### src/logic/sfp_pkg.sv
package sfp_pkg;

  // Clock rate and the two self-timed cycle lengths
  localparam int unsigned CLOCK_MHZ = 40;
  localparam int unsigned DDR_PROGRAM_TIME_US = 800;
  localparam int unsigned SMALL_BLOCK_WIPE_TIME_US = 45000;
  localparam int unsigned DDR_PROGRAM_CYCLES = DDR_PROGRAM_TIME_US * CLOCK_MHZ;
  localparam int unsigned SMALL_BLOCK_WIPE_CYCLES = SMALL_BLOCK_WIPE_TIME_US * CLOCK_MHZ;

  // Instruction codes
  localparam logic [7:0] OP_WRITE_UNLOCK = 8'h06;
  localparam logic [7:0] OP_FOUR_WIRE_ENTRY = 8'h38;
  localparam logic [7:0] OP_QUAD_PAGE_WRITE_4B = 8'h34;
  localparam logic [7:0] OP_DOUBLE_RATE_PROGRAM = 8'hD2;
  localparam logic [7:0] OP_BLOCK4K_WIPE = 8'h20;

  // Geometry and field positions
  localparam int unsigned PAGE_BYTES = 256;
  localparam int unsigned CMD_BITS = 8;
  localparam int unsigned SHORT_ADDR_BITS = 24;
  localparam int unsigned LONG_ADDR_BITS = 32;
  localparam int unsigned SECTOR_BITS = 12;
  localparam int unsigned MEM_ADDR_BITS = 26;
  localparam int unsigned PROT_UNIT_BITS = 16;
  localparam int unsigned PROT_ALL_LEVEL = 11;
  localparam logic [7:0] ERASED_BYTE = 8'hFF;

  // Reset values
  localparam logic [5:0] PIN_RESET = 6'h10;
  localparam int unsigned FIFO_DEPTH_DEFAULT = 4;

  typedef enum logic [2:0] {
    FR_CMD  = 3'b000,
    FR_ADDR = 3'b001,
    FR_DATA = 3'b010,
    FR_END  = 3'b011,
    FR_SKIP = 3'b100
  } sfp_frame_type;

  typedef enum logic [1:0] {
    CY_IDLE  = 2'b00,
    CY_DRAIN = 2'b01,
    CY_WAIT  = 2'b10
  } sfp_cycle_type;

  typedef enum logic {
    ARR_PROGRAM = 1'b0,
    ARR_WIPE    = 1'b1
  } sfp_array_op_type;

  typedef struct packed {
    sfp_array_op_type op;
    logic [31:0] addr;
    logic [7:0] data;
  } sfp_array_word_type;

  typedef struct packed {
    logic sclk;
    logic cs_n;
    logic [3:0] io;
  } sfp_pins_type;

  typedef struct packed {
    logic protect_invert;
    logic top_bottom_select;
    logic [3:0] protect_level;
  } sfp_protect_type;

  localparam int unsigned ARRAY_WORD_BITS = $bits(sfp_array_word_type);

endpackage

### src/logic/sfp_cmd_seq.sv
`timescale 1ns/1ps

module sfp_fifo #(
  parameter int unsigned WIDTH = 8,
  parameter int unsigned DEPTH = 4
) (
  input wire logic clk,
  input wire logic rst_n,
  input wire logic in_valid,
  output logic in_ready,
  input wire logic [WIDTH-1:0] in_data,
  output logic out_valid,
  input wire logic out_ready,
  output logic [WIDTH-1:0] out_data
);
  localparam int unsigned PW = $clog2(DEPTH);

  // Power-of-two depth keeps the pointers free-running
  if (DEPTH < 2 || (DEPTH & (DEPTH - 1)) != 0) begin : g_bad_depth
    $error("fifo depth must be a power of two, at least 2");
  end

  logic [WIDTH-1:0] mem_reg [DEPTH];
  logic [PW-1:0] wr_ptr_reg;
  logic [PW-1:0] rd_ptr_reg;
  logic [PW:0] count_reg;
  logic push;
  logic pop;

  assign in_ready = (count_reg != (PW+1)'(DEPTH));
  assign out_valid = (count_reg != '0);
  assign out_data = mem_reg[rd_ptr_reg];
  assign push = in_valid & in_ready;
  assign pop = out_valid & out_ready;

  // Storage has no reset; only pointers and fill level carry state
  always_ff @(posedge clk) begin
    if (push) begin
      mem_reg[wr_ptr_reg] <= in_data;
    end
  end

  // Pointers and fill level
  always_ff @(posedge clk or negedge rst_n) begin
    if (!rst_n) begin
      wr_ptr_reg <= '0;
      rd_ptr_reg <= '0;
      count_reg <= '0;
    end else begin
      if (push) begin
        wr_ptr_reg <= wr_ptr_reg + 1'b1;
      end
      if (pop) begin
        rd_ptr_reg <= rd_ptr_reg + 1'b1;
      end
      count_reg <= count_reg + (PW+1)'(push) - (PW+1)'(pop);
    end
  end
endmodule

module sfp_cmd_seq
  #(
  parameter int unsigned PROGRAM_CYCLES = sfp_pkg::DDR_PROGRAM_CYCLES,
  parameter int unsigned WIPE_CYCLES = sfp_pkg::SMALL_BLOCK_WIPE_CYCLES,
  parameter int unsigned FIFO_DEPTH = sfp_pkg::FIFO_DEPTH_DEFAULT
) (
  input wire logic CLOCK,
  input wire logic RESET_N,
  input wire logic SCLK,
  input wire logic CS_N,
  input wire logic IO_LANE_0,
  input wire logic IO_LANE_1,
  input wire logic IO_LANE_2,
  input wire logic IO_LANE_3,
  input wire logic QUAD_PINS_ON,
  input wire logic FOUR_BYTE_MODE,
  input wire logic [7:0] EXT_ADDR,
  input wire sfp_pkg::sfp_protect_type PROTECT,
  output sfp_pkg::sfp_array_word_type ARRAY_WORD,
  output logic ARRAY_VALID,
  input wire logic ARRAY_READY,
  output logic BUSY_FLAG,
  output logic WRITE_LATCH_FLAG,
  output logic FOUR_WIRE_CMD_MODE
);
  import sfp_pkg::*;

  if (PROGRAM_CYCLES < 1 || WIPE_CYCLES < 1) begin : g_bad_cycles
    $error("cycle counts must be at least one");
  end

  // Next bits of a shift register, one or four at a time
  function automatic logic [31:0] shift_in(logic [31:0] sr, logic [3:0] nib, logic wide);
    return wide ? {sr[27:0], nib} : {sr[30:0], nib[0]};
  endfunction

  // Block protection: power-of-two region from top or bottom, optionally inverted
  function automatic logic prot_hit(logic [31:0] a, sfp_protect_type p);
    logic [MEM_ADDR_BITS:0] size;
    logic [MEM_ADDR_BITS:0] off;
    logic hit;
    size = (MEM_ADDR_BITS+1)'(1) << (PROT_UNIT_BITS - 1 + 32'(p.protect_level));
    off = {1'b0, a[MEM_ADDR_BITS-1:0]};
    if (p.protect_level == 4'h0) begin
      hit = 1'b0;
    end else if (32'(p.protect_level) >= PROT_ALL_LEVEL) begin
      hit = 1'b1;
    end else if (p.top_bottom_select) begin
      hit = (off < size);
    end else begin
      hit = (off >= ((MEM_ADDR_BITS+1)'(1) << MEM_ADDR_BITS) - size);
    end
    return hit ^ p.protect_invert;
  endfunction

  logic rst_meta_reg;
  logic rst_sync_reg;
  logic rst_n;

  // Reset release through two flops
  always_ff @(posedge CLOCK or negedge RESET_N) begin
    if (!RESET_N) begin
      rst_meta_reg <= 1'b0;
      rst_sync_reg <= 1'b0;
    end else begin
      rst_meta_reg <= 1'b1;
      rst_sync_reg <= rst_meta_reg;
    end
  end
  assign rst_n = rst_sync_reg;

  logic [5:0] pin_s1_reg;
  logic [5:0] pin_s2_reg;
  logic [5:0] pin_s3_reg;
  logic [5:0] pin_filt_reg;
  logic [5:0] pin_prev_reg;
  sfp_pins_type pins;
  sfp_pins_type prev;

  // Pin synchronisers; a change counts once stages two and three agree
  always_ff @(posedge CLOCK or negedge rst_n) begin
    if (!rst_n) begin
      pin_s1_reg <= PIN_RESET;
      pin_s2_reg <= PIN_RESET;
      pin_s3_reg <= PIN_RESET;
      pin_filt_reg <= PIN_RESET;
      pin_prev_reg <= PIN_RESET;
    end else begin
      pin_s1_reg <= {SCLK, CS_N, IO_LANE_3, IO_LANE_2, IO_LANE_1, IO_LANE_0};
      pin_s2_reg <= pin_s1_reg;
      pin_s3_reg <= pin_s2_reg;
      for (int i = 0; i < 6; i++) begin
        if (pin_s2_reg[i] == pin_s3_reg[i]) begin
          pin_filt_reg[i] <= pin_s3_reg[i];
        end
      end
      pin_prev_reg <= pin_filt_reg;
    end
  end
  assign pins = pin_filt_reg;
  assign prev = pin_prev_reg;

  sfp_frame_type frame_reg;
  sfp_cycle_type cycle_reg;
  logic [7:0] opcode_reg;
  logic [31:0] sr_reg;
  logic [5:0] bit_cnt_reg;
  logic [5:0] addr_bits_reg;
  logic [31:0] addr_reg;
  logic [7:0] col_reg;
  logic got_data_reg;
  logic [7:0] page_mem [PAGE_BYTES];
  logic [PAGE_BYTES-1:0] page_valid_reg;
  logic busy_reg;
  logic latch_reg;
  logic four_wire_reg;

  logic cs_fall;
  logic cs_rise;
  logic sclk_rise;
  logic sclk_fall;
  logic ddr_phase;
  logic ddr_rise_reg;
  logic wide;
  logic shift_edge;
  logic [5:0] step;
  logic [5:0] cnt_next;
  logic [31:0] sr_next;
  logic [31:0] addr_full;
  logic cmd_ok;
  logic unlock_go;
  logic mode_go;
  logic prog_go;
  logic wipe_go;

  // Edge detection on the filtered pins
  assign cs_fall = ~pins.cs_n & prev.cs_n;
  assign cs_rise = pins.cs_n & ~prev.cs_n;
  assign sclk_rise = pins.sclk & ~prev.sclk & ~pins.cs_n;
  assign sclk_fall = ~pins.sclk & prev.sclk & ~pins.cs_n;

  // Lane width and edge choice per phase
  assign ddr_phase = (opcode_reg == OP_DOUBLE_RATE_PROGRAM) && (frame_reg != FR_CMD);
  assign wide = four_wire_reg
      || ((opcode_reg == OP_QUAD_PAGE_WRITE_4B) && (frame_reg != FR_CMD));
  assign shift_edge = sclk_rise | (ddr_phase & sclk_fall & ddr_rise_reg);

  // A fall counts only after a double-rate rise, so the fall closing
  // the single-rate opcode is never taken as an address bit
  always_ff @(posedge CLOCK or negedge rst_n) begin
    if (!rst_n) begin
      ddr_rise_reg <= 1'b0;
    end else if (sclk_rise) begin
      ddr_rise_reg <= ddr_phase;
    end else if (sclk_fall || cs_fall) begin
      ddr_rise_reg <= 1'b0;
    end
  end
  assign step = wide ? 6'h04 : 6'h01;
  assign cnt_next = bit_cnt_reg + step;
  assign sr_next = shift_in(sr_reg, pins.io, wide);

  // Short address borrows its top byte from the extended address
  assign addr_full = (addr_bits_reg == 6'(LONG_ADDR_BITS))
      ? sr_next : {EXT_ADDR, sr_next[23:0]};

  // Acceptance of a program or erase opcode at decode
  always_comb begin
    cmd_ok = latch_reg && !busy_reg;
    if (sr_next[7:0] == OP_QUAD_PAGE_WRITE_4B) begin
      cmd_ok = cmd_ok && QUAD_PINS_ON && !four_wire_reg;
    end
  end

  // Actions taken only when select rises at an exact boundary
  assign unlock_go = cs_rise && frame_reg == FR_END && opcode_reg == OP_WRITE_UNLOCK;
  assign mode_go = cs_rise && frame_reg == FR_END && opcode_reg == OP_FOUR_WIRE_ENTRY;
  assign prog_go = cs_rise && frame_reg == FR_DATA && bit_cnt_reg == 6'h00
      && got_data_reg;
  assign wipe_go = cs_rise && frame_reg == FR_END && opcode_reg == OP_BLOCK4K_WIPE;

  // Frame decoder; select low framing is trusted from the host
  always_ff @(posedge CLOCK or negedge rst_n) begin
    if (!rst_n) begin
      frame_reg <= FR_SKIP;
      opcode_reg <= 8'h00;
      sr_reg <= 32'h0000_0000;
      bit_cnt_reg <= 6'h00;
      addr_bits_reg <= 6'(SHORT_ADDR_BITS);
      addr_reg <= 32'h0000_0000;
      col_reg <= 8'h00;
      got_data_reg <= 1'b0;
    end else if (cs_fall) begin
      frame_reg <= FR_CMD;
      opcode_reg <= 8'h00;
      bit_cnt_reg <= 6'h00;
      got_data_reg <= 1'b0;
    end else if (shift_edge) begin
      sr_reg <= sr_next;
      bit_cnt_reg <= cnt_next;
      case (frame_reg)
        FR_CMD: begin
          if (cnt_next == 6'(CMD_BITS)) begin
            opcode_reg <= sr_next[7:0];
            bit_cnt_reg <= 6'h00;
            case (sr_next[7:0])
              OP_QUAD_PAGE_WRITE_4B, OP_DOUBLE_RATE_PROGRAM, OP_BLOCK4K_WIPE: begin
                frame_reg <= cmd_ok ? FR_ADDR : FR_SKIP;
                addr_bits_reg <= (sr_next[7:0] == OP_QUAD_PAGE_WRITE_4B || FOUR_BYTE_MODE)
                    ? 6'(LONG_ADDR_BITS) : 6'(SHORT_ADDR_BITS);
              end
              OP_WRITE_UNLOCK, OP_FOUR_WIRE_ENTRY: begin
                frame_reg <= FR_END;
              end
              default: begin
                frame_reg <= FR_SKIP;
              end
            endcase
          end
        end
        FR_ADDR: begin
          if (cnt_next == addr_bits_reg) begin
            bit_cnt_reg <= 6'h00;
            addr_reg <= addr_full;
            col_reg <= addr_full[7:0];
            if (prot_hit(addr_full, PROTECT)) begin
              frame_reg <= FR_SKIP;
            end else if (opcode_reg == OP_BLOCK4K_WIPE) begin
              frame_reg <= FR_END;
            end else begin
              frame_reg <= FR_DATA;
            end
          end
        end
        FR_DATA: begin
          if (cnt_next == 6'(CMD_BITS)) begin
            bit_cnt_reg <= 6'h00;
            col_reg <= col_reg + 8'h01;
            got_data_reg <= 1'b1;
          end
        end
        FR_END: begin
          frame_reg <= FR_SKIP;
        end
        default: begin
          frame_reg <= FR_SKIP;
        end
      endcase
    end
  end

  // Page buffer: later bytes overwrite earlier ones at the same column
  always_ff @(posedge CLOCK) begin
    if (shift_edge && frame_reg == FR_DATA && cnt_next == 6'(CMD_BITS)) begin
      page_mem[col_reg] <= sr_next[7:0];
    end
  end

  logic [7:0] ro_idx_reg;
  logic [31:0] timer_reg;
  sfp_array_op_type cy_op_reg;
  logic push_valid;
  logic fifo_in_ready;
  logic fifo_out_valid;
  logic out_valid_reg;
  sfp_array_word_type push_word;

  // Column valid bits; an opcode decoded with the latch set and not busy clears them (quad write only with quad pins on, four-wire off), never one mid-drain
  always_ff @(posedge CLOCK or negedge rst_n) begin
    if (!rst_n) begin
      page_valid_reg <= '0;
    end else if (shift_edge && frame_reg == FR_CMD && cnt_next == 6'(CMD_BITS) && cmd_ok) begin
      page_valid_reg <= '0;
    end else if (shift_edge && frame_reg == FR_DATA && cnt_next == 6'(CMD_BITS)) begin
      page_valid_reg[col_reg] <= 1'b1;
    end
  end

  // Word offered to the array during the drain
  always_comb begin
    push_word.op = cy_op_reg;
    if (cy_op_reg == ARR_WIPE) begin
      push_word.addr = {addr_reg[31:SECTOR_BITS], 12'h000};
      push_word.data = ERASED_BYTE;
      push_valid = (cycle_reg == CY_DRAIN);
    end else begin
      push_word.addr = {addr_reg[31:8], ro_idx_reg};
      push_word.data = page_mem[ro_idx_reg];
      push_valid = (cycle_reg == CY_DRAIN) && page_valid_reg[ro_idx_reg];
    end
  end

  // Self-timed cycle: drain to the array, then run out the timer
  always_ff @(posedge CLOCK or negedge rst_n) begin
    if (!rst_n) begin
      cycle_reg <= CY_IDLE;
      cy_op_reg <= ARR_PROGRAM;
      ro_idx_reg <= 8'h00;
      timer_reg <= 32'h0000_0000;
      busy_reg <= 1'b0;
    end else begin
      if (timer_reg != 32'h0000_0000) begin
        timer_reg <= timer_reg - 32'h0000_0001;
      end
      case (cycle_reg)
        CY_IDLE: begin
          ro_idx_reg <= 8'h00;
          if (prog_go || wipe_go) begin
            cycle_reg <= CY_DRAIN;
            busy_reg <= 1'b1;
            cy_op_reg <= wipe_go ? ARR_WIPE : ARR_PROGRAM;
            timer_reg <= wipe_go ? 32'(WIPE_CYCLES - 1) : 32'(PROGRAM_CYCLES - 1);
          end
        end
        CY_DRAIN: begin
          // Array back-pressure stalls the walk through the page
          if (!push_valid || fifo_in_ready) begin
            ro_idx_reg <= ro_idx_reg + 8'h01;
            if (cy_op_reg == ARR_WIPE || ro_idx_reg == 8'hFF) begin
              cycle_reg <= CY_WAIT;
            end
          end
        end
        CY_WAIT: begin
          // Busy also covers words still queued for the array
          if (timer_reg == 32'h0000_0000 && !fifo_out_valid && !out_valid_reg) begin
            cycle_reg <= CY_IDLE;
            busy_reg <= 1'b0;
          end
        end
        default: begin
          cycle_reg <= CY_IDLE;
          busy_reg <= 1'b0;
        end
      endcase
    end
  end

  // Write latch: set by unlock, cleared as a cycle starts, well before its end
  always_ff @(posedge CLOCK or negedge rst_n) begin
    if (!rst_n) begin
      latch_reg <= 1'b0;
    end else if (unlock_go) begin
      latch_reg <= 1'b1;
    end else if (prog_go || wipe_go) begin
      latch_reg <= 1'b0;
    end
  end

  // Four-wire command mode is left only by reset here
  always_ff @(posedge CLOCK or negedge rst_n) begin
    if (!rst_n) begin
      four_wire_reg <= 1'b0;
    end else if (mode_go) begin
      four_wire_reg <= 1'b1;
    end
  end

  logic [ARRAY_WORD_BITS-1:0] fifo_out_data;
  logic fifo_out_ready;
  sfp_array_word_type out_word_reg;

  sfp_fifo #(
    .WIDTH(ARRAY_WORD_BITS),
    .DEPTH(FIFO_DEPTH)
  ) u_fifo (
    .clk(CLOCK),
    .rst_n(rst_n),
    .in_valid(push_valid),
    .in_ready(fifo_in_ready),
    .in_data(push_word),
    .out_valid(fifo_out_valid),
    .out_ready(fifo_out_ready),
    .out_data(fifo_out_data)
  );

  // Output stage keeps the array port on flops
  assign fifo_out_ready = ~out_valid_reg | ARRAY_READY;
  always_ff @(posedge CLOCK or negedge rst_n) begin
    if (!rst_n) begin
      out_valid_reg <= 1'b0;
      out_word_reg <= '0;
    end else if (fifo_out_ready) begin
      out_valid_reg <= fifo_out_valid;
      out_word_reg <= fifo_out_data;
    end
  end

  assign ARRAY_VALID = out_valid_reg;
  assign ARRAY_WORD = out_word_reg;
  assign BUSY_FLAG = busy_reg;
  assign WRITE_LATCH_FLAG = latch_reg;
  assign FOUR_WIRE_CMD_MODE = four_wire_reg;
endmodule

### config.mk
export PLATFORM = sky130hd
export DESIGN_NAME = sfp_cmd_seq
export DESIGN_NICKNAME = d
export VERILOG_FILES = /design/src/logic/sfp_pkg.sv /design/src/logic/sfp_cmd_seq.sv
export SDC_FILE = /design/constraint.sdc
export NUM_CORES = 2
export LEC_CHECK = 0
export BUFFER_PORTS_ARGS = -buffer_cell sky130_fd_sc_hd__buf_2
export CAP_MARGIN = 20
export CORE_UTILIZATION = 45
export CTS_CLUSTER_SIZE = 40
export DETAILED_ROUTE_END_ITERATION = 16
export PLACE_DENSITY = 0.61
export SLEW_MARGIN = 20
export SYNTH_ARGS = -nofsm -noshare
export SYNTH_HDL_FRONTEND = slang
export SYNTH_HIERARCHICAL = 1
export SYNTH_SLANG_ARGS = --single-unit
### constraint.sdc
create_clock -name CLOCK -period 12.6 [get_ports CLOCK]
set_input_delay 1.26 -clock CLOCK [delete_from_list [all_inputs] [get_ports CLOCK]]
set_output_delay 1.26 -clock CLOCK [all_outputs]
set_load 0.03 [all_outputs]
== After elaboration in Yosys (flattened, before gate mapping) ==
Memories as Yosys holds them, arrays and structs flattened. A register that Yosys moved wholly into a read port is not among the register bits.
Index checks and enable logic that the tools add are counted.
Word-level totals
  bits in writable memories: 2212
  flip-flop bits (word level): 438
  memories: 2
Operators by class
  shift operators: 1
  bitwise gates (word level): 21
  equal/unequal tests: 35
  reduce and logical (&&, ||, !) cells: 64
  magnitude comparators: 6
  add/subtract/negate cells: 10
  mux-type cells: 68
Memories
  page_mem: depth 256, bits a word 8, rd ports 1, clocked after memory_dff 0, write ports 1, line sfp_cmd_seq.sv:172  | logic [7:0] page_mem [PAGE_BYTES];
  u_fifo.mem_reg: depth 4, bits a word 41, rd ports 1, clocked after memory_dff 1, write ports 1, line sfp_cmd_seq.sv:23  | logic [WIDTH-1:0] mem_reg [DEPTH];
Operator list (number)
  256-bit two-way mux: 2
  256-bit OR: 1
  32-bit two-way mux: 5
  8-bit two-way mux: 7
  8-bit by 6-bit equality test with 1-bit output, second input constant: 6
  32-bit logical NOT: 1
  8-bit case mux with 2 select lines: 2
  32-bit nonzero test: 1
  32-bit by 1-bit subtractor with 32-bit output, second input constant: 1
  6-bit two-way mux: 5
  26-bit by 27-bit greater-or-equal comparator with 1-bit output: 1
  26-bit by 27-bit < comparator with 1-bit output: 1
  1-bit two-way mux: 27
  1-bit by 5-bit left shift with 27-bit output, first input constant: 1
  27-bit subtractor, first input constant: 1
  8-bit equality test, second input constant: 3
  1-bit logical AND: 21
  21-bit two-way mux: 1
  3-bit two-way mux: 7
  20-bit two-way mux: 1
  8-bit by 9-bit < comparator with 1-bit output, second input constant: 2
  2-bit nonzero test: 9
  8-bit by 1-bit adder with 8-bit output, second input constant: 2
  8-bit by 3-bit equality test with 1-bit output, second input constant: 2
  43 further kinds: 95

== Longest topological paths before layout ==
  depth in word-level cells: 19
  mapped depth: 20
  gate-level depth less buffers: 16

== By module ==
The synthesis kept the hierarchy.
Modules (own cells, without submodules)
  sfp_cmd_seq: cells an instance 5026, instances 1, area an instance 99965.9 µm²
  sfp_fifo: cells an instance 256, instances 1, area an instance 6439.9 µm²

== Worst setup path before layout ==
OpenSTA, ideal clock, no wires.
  path kind: reg-to-reg
  start: register frame_reg[1]
  end: register frame_reg[0]
  clock period less this slack: 7024 ps
  library setup time: 94 ps
  arrival: 6930 ps
  cell stages (with the launch flop): 18
  slack: 5576 ps
  cells stage by stage: dfrtp_1 buf_2 or3_1 a41oi_2 buf_2 buf_1 mux2i_1 inv_1 ha_1 nor2b_1 o21a_1 o211ai_1 a21oi_1 o211a_1 a211oi_1 xnor2_1 a41oi_1 a211oi_1
On the way
  cells in the longest elaborated chain, start to end: 19
  elaborated cells on any way between the ends: 47
  those cells by class: add/sub: 1; order compare: 2; eq/ne: 12; mux: 19; bitwise: 4; reduce/logical: 9
Ends and longest elaborated chain
  start: declaration: line sfp_cmd_seq.sv:163  | sfp_frame_type frame_reg;
  start signal: assignment: line sfp_cmd_seq.sv:268  | frame_reg <= cmd_ok ? FR_ADDR : FR_SKIP;
  3-bit nonzero test *: line sfp_cmd_seq.sv:205  | || ((opcode_reg == OP_QUAD_PAGE_WRITE_4B) && (frame_reg != FR_CMD));
  1-bit logical AND *: line sfp_cmd_seq.sv:205
  1-bit logical OR *: line sfp_cmd_seq.sv:205
  32-bit two-way mux *: line sfp_cmd_seq.sv:94  | return wide ? {sr[27:0], nib} : {sr[30:0], nib[0]};
  32-bit two-way mux *: line sfp_cmd_seq.sv:225  | ? sr_next : {EXT_ADDR, sr_next[23:0]};
  net addr_full[1]: line sfp_cmd_seq.sv:189  | logic [31:0] addr_full;
  26-bit by 27-bit greater-or-equal comparator with 1-bit output / 26-bit by 27-bit < comparator with 1-bit output (equally long branches): line sfp_cmd_seq.sv:111, sfp_cmd_seq.sv:109
  1-bit two-way mux *: line sfp_cmd_seq.sv:108  | end else if (p.top_bottom_select) begin
  (+4 left out)
  1-bit two-way mux *: line sfp_cmd_seq.sv:258  | end else if (shift_edge) begin
  1-bit two-way mux *: line sfp_cmd_seq.sv:253  | end else if (cs_fall) begin
  1-bit XOR *: line sfp_cmd_seq.sv:113  | return hit ^ p.protect_invert;
  3-bit two-way mux *: line sfp_cmd_seq.sv:286  | if (prot_hit(addr_full, PROTECT)) begin
  3-bit two-way mux *: line sfp_cmd_seq.sv:282  | if (cnt_next == addr_bits_reg) begin
  3-bit case mux with 3 select lines *: line sfp_cmd_seq.sv:261  | case (frame_reg)
  3-bit two-way mux *: line sfp_cmd_seq.sv:258
  3-bit two-way mux *: line sfp_cmd_seq.sv:253
Mark *: on every way through the listed nets, which the timed path passes. The rest lies on a longest branch. The select of a mux whose other input is x is not followed.
A chain may end at the register's enable or synchronous reset.

== Final worst setup path ==
  start: register ro_idx_reg[0]
  end: register u_fifo.count_reg[2]
On the way
  cells in the longest elaborated chain, start to end: 7
Ends and longest elaborated chain
  start: declaration: line sfp_cmd_seq.sv:319  | logic [7:0] ro_idx_reg;
  start signal: assignment: line sfp_cmd_seq.sv:378  | ro_idx_reg <= ro_idx_reg + 8'h01;
  1-bit binary-select mux with 8-bit select: line sfp_cmd_seq.sv:349  | push_valid = (cycle_reg == CY_DRAIN) && page_valid_reg[ro_idx_reg];
  1-bit two-way mux (implied by the code): line sfp_cmd_seq.sv:349
  1-bit logical AND: line sfp_cmd_seq.sv:349
  1-bit two-way mux: line sfp_cmd_seq.sv:342  | if (cy_op_reg == ARR_WIPE) begin
  net push_valid: line sfp_cmd_seq.sv:322  | logic push_valid;
  1-bit AND: line sfp_cmd_seq.sv:33  | assign push = in_valid & in_ready;
  3-bit by 1-bit adder with 3-bit output: line sfp_cmd_seq.sv:56  | count_reg <= count_reg + (PW+1)'(push) - (PW+1)'(pop);
  3-bit by 1-bit subtractor with 3-bit output: line sfp_cmd_seq.sv:56
  end signal: assignment: line sfp_cmd_seq.sv:56
  end: declaration: line sfp_cmd_seq.sv:26  | logic [PW:0] count_reg;
The timed path passes the listed nets, and every way through them passes these cells. The select of a mux whose other input is x is not followed.

==> run_results.csv <==
group,metric,value,unit
clocking,cts_tree,"done",
clocking,cts_root_buf,"clkbuf_16",
route,viasPerCell,5.98,
pwr,power.share.clock,40.7,%
place,place_congestion,0.813,
timing,slew-limit-headroom,18.1,%
die,die-area,0.238,sq mm
place,dp_hpwl,156000,microns
timing,max_freq,158,MHz
timing,skew,78.8,ps
timing,rsz0062_at_grt,"false",
timing,finalSetupViolations,0,
pwr,ir_drop,0.141,mV
cells_and_area,nets,5558,
pwr,netSwitchingFraction,23.4,%
clocking,ctsResizeCount,0,
critical_path,worstPathRequired,13420,ps
critical_path,cp_slowest_cell,"dfrtp_4",
route,drt_first_pass_iters,5,
yosys,syn_avg_cell_area,20.1,sq um
timing,fin_crit_sh,50.3,%
cells_and_area,largest_reg_flops,2048,
clocking,cts.sinks,2675,
global_routing,antenna_found_initial,14,
timing,hold_violations,0,
yosys,yosys.area_share.simple,3.09,%
die,die_x,488,microns
clocking,cts_max_path_buffers,4,
critical_path,path_depth,18,
cells_and_area,mostFrequentLayoutCell,"edfxtp_1",
route,wirelength,262000,microns
cells_and_area,final_cell_mix,"edfxtp_1, mux4_2, dfrtp_1, nor2_1, clkbuf_16",
yosys,yosys_register_bits,2675,
clocking,clk_pin_slew,60,ps
global_routing,grt_pass1_wl,383000,microns
yosys,synth_fa_ha_area_share,0.875,%
die,io_pins,70,
critical_path,crit_fanout,78,
die,core.rowCount,178,
yosys,yosys_most_used_dff,"edfxtp_1",
clocking,numCtsBuffers,294,
place,port_buffers,69,
timing,min_period,6340,ps
critical_path,crit_type,"register to register",
die,die_h,488,microns
critical_path,cp-end-kind,"register",
cells_and_area,fillers,18700,
critical_path,reg2reg_depth,18,
yosys,async_reset_ff_share,17.3,%
yosys,synth_area,0.106,sq mm
hold_path,hold_path.class,"input port to async pin",
route,final_antenna_net_count,0,
route,routedWlPerCell,29.6,microns
clocking,clkLatencyLatePin,960,ps
critical_path,crit_start,"ro_idx_reg[0]",
yosys,synth_xor_area_share,0.350,%
yosys,seq_area_frac_synth,73.3,%
timing,drv_slew,0,
critical_path,start_kind,"register",
pwr,powerDensity,170,mW/mm^2
pwr,power.switching,0.00477,W
critical_path,ff2ff_setup_slack,6260,ps
die,start_util,45.2,%
timing,worstMarginPinSlew,1230,ps
route,route.detailed.drc,0,
yosys,synth_top_family_by_area,"multiplexers",
yosys,syn-instance-count,5282,
yosys,synth_warnings,6,
yosys,synth_cell_type_count,84,
critical_path,crit_family,"buffers and inverters",
flow_run,cap_violations,0,
die,core-area,0.235,sq mm
route,num_vias,52900,
yosys,synth_compound_area_share,3.39,%
critical_path,r2r_start,"ro_idx_reg[0]",
pwr,combinationalPowerShare,7.3,%
critical_path,critical_path_arrival,7160,ps
critical_path,r2r-end,"u_fifo/count_reg[2]",
cells_and_area,area_growth,12.4,%
critical_path,crit_buf_inv,5,
pwr,intPower,0.0156,W
route,drt_iter0_markers,5488,
yosys,synth.area.mux_share,17.5,%
clocking,post_cts_buffers,0,
critical_path,path_cells,"buf_12, buf_12, buf_4, mux4_2, a22oi_1, a32o_1, a22oi_1, nor2b_1, or2_2, and3_1, nand2b_1, ha_1, inv_1, ha_1, inv_1, fa_1, xnor2_1, xnor2_1",
pwr,leakagePower,38.6,nW
critical_path,crit_end,"u_fifo/count_reg[2]",
yosys,synth_edf_count,2212,
global_routing,grt_util_all_layers,22.2,%
run_status,status,"finished clean",
pwr,seqPwrFrac,52.0,%
clocking,hold_buffers,0,
cells_and_area,final_util,50.9,%
global_routing,grt_overflow,0,
global_routing,grt_pass1_vias,53400,
cells_and_area,drive_above_1_share,25.6,%
global_routing,grt_start_max_net_pins,201,
timing,setup_tns,0,ps
critical_path,slowest_delay,880,ps
clocking,htreeDepth,5,
-- power groups by stage --
stage	logic (W)	clock network, W	registers, W
2_1_floorplan	0.000691	0	0.0109
3_3_place_gp	0.00142	0	0.0108
3_5_place_dp	0.00151	0	0.0108
4_1_cts	0.00150	0.00842	0.0106
5_1_grt	0.00162	0.00876	0.0106
6_report	0.00148	0.00829	0.0106
-- layout make-up --
cell class,count,area [sq um],share of cell area [%]
Inverter,47,221,0.185
Antenna cell,3,7.51,0.00628
Clock inverter,130,1130,0.945
Tap cell,3150,3940,3.29
Multi-Input combinational cell,2283,27000,22.6
Timing Repair Buffer,163,1210,1.01
Sequential cell,2675,78000,65.2
Clock buffer,389,8070,6.75
-- worst min-delay path by stage --
stage / slack, ps / startpoint / endpoint / cells past startpoint
4_1_cts: 30 / RESET_N / rst_n / 1
6_report: 90 / RESET_N / rst_n / 1
3_5_place_dp: 200 / rst_n / pin_s1_reg[0] / 0
5_1_grt: 50 / RESET_N / rst_n / 1
2_1_floorplan: 330 / rst_meta_reg / rst_n / 0
3_3_place_gp: 200 / rst_n / pin_s1_reg[0] / 0
-- per-stage QoR --
step	instances	power [W]	area [sq um]	hold WS [ps]	setup WS, ps
after floorplan	5304	0.0116	106000	331	5060
after global placement	8315	0.0122	110000	198	6000
after detailed placement	8317	0.0123	110000	199	6130
after CTS	8836	0.0205	120000	27.8	6150
after global routing	8838	0.0210	120000	50.0	5790
final	8840	0.0204	120000	90.4	6260
-- cell families (layout without fill, tap and decap cells) --
family / after synthesis / in the layout
xor gates and xnor gates: 41 / 41
adders and majority gates: 75 / 75
and+or+nand+nor: 727 / 727
DFF: 2675 / 2675
buffers and inverters: 346 / 729
other: 2 / 27
muxes: 893 / 893
AOI/OAI and AO/OA: 523 / 523
-- synthesized netlist by cell type (11+ instances only) --
| cell | n | area share, % |
|---|---|---|
| nand4_1 | 15 | 0.088 |
| ha_1 | 68 | 0.80 |
| nand2_1 | 153 | 0.54 |
| dfrtp_1 | 456 | 11 |
| o21ai_0 | 63 | 0.30 |
| inv_1 | 47 | 0.17 |
| clkbuf_1 | 179 | 0.63 |
| buf_2 | 59 | 0.28 |
| buf_4 | 14 | 0.099 |
| nand2b_1 | 21 | 0.12 |
| nor2_1 | 373 | 1.3 |
| mux2i_1 | 71 | 0.67 |
| o211ai_1 | 18 | 0.13 |
| nand3_1 | 31 | 0.15 |
| o21a_1 | 259 | 1.8 |
| a21oi_1 | 86 | 0.40 |
| xor2_1 | 11 | 0.091 |
| nor4_1 | 15 | 0.088 |
| nor2b_1 | 34 | 0.20 |
| nor3_1 | 15 | 0.071 |
| mux2_2 | 57 | 0.60 |
| buf_6 | 12 | 0.13 |
| a21o_1 | 17 | 0.12 |
| mux4_2 | 762 | 16 |
| edfxtp_1 | 2212 | 62 |
| buf_1 | 31 | 0.11 |
| xnor2_1 | 29 | 0.24 |
| a22oi_1 | 14 | 0.099 |
-- per-layer routing --
| layer | routed length, microns | up-vias | GRT usage (%) |
|---|---|---|---|
| met4 | 5670 | 6 | 5.72 |
| met5 | 34 | - | 0 |
| met3 | 19500 | 363 | 4.44 |
| met2 | 127000 | 1944 | 35.1 |
| met1 | 110000 | 28700 | 31.7 |
| li1 | - | 21800 | - |
Note: power is estimated with default switching activity, not from simulation.
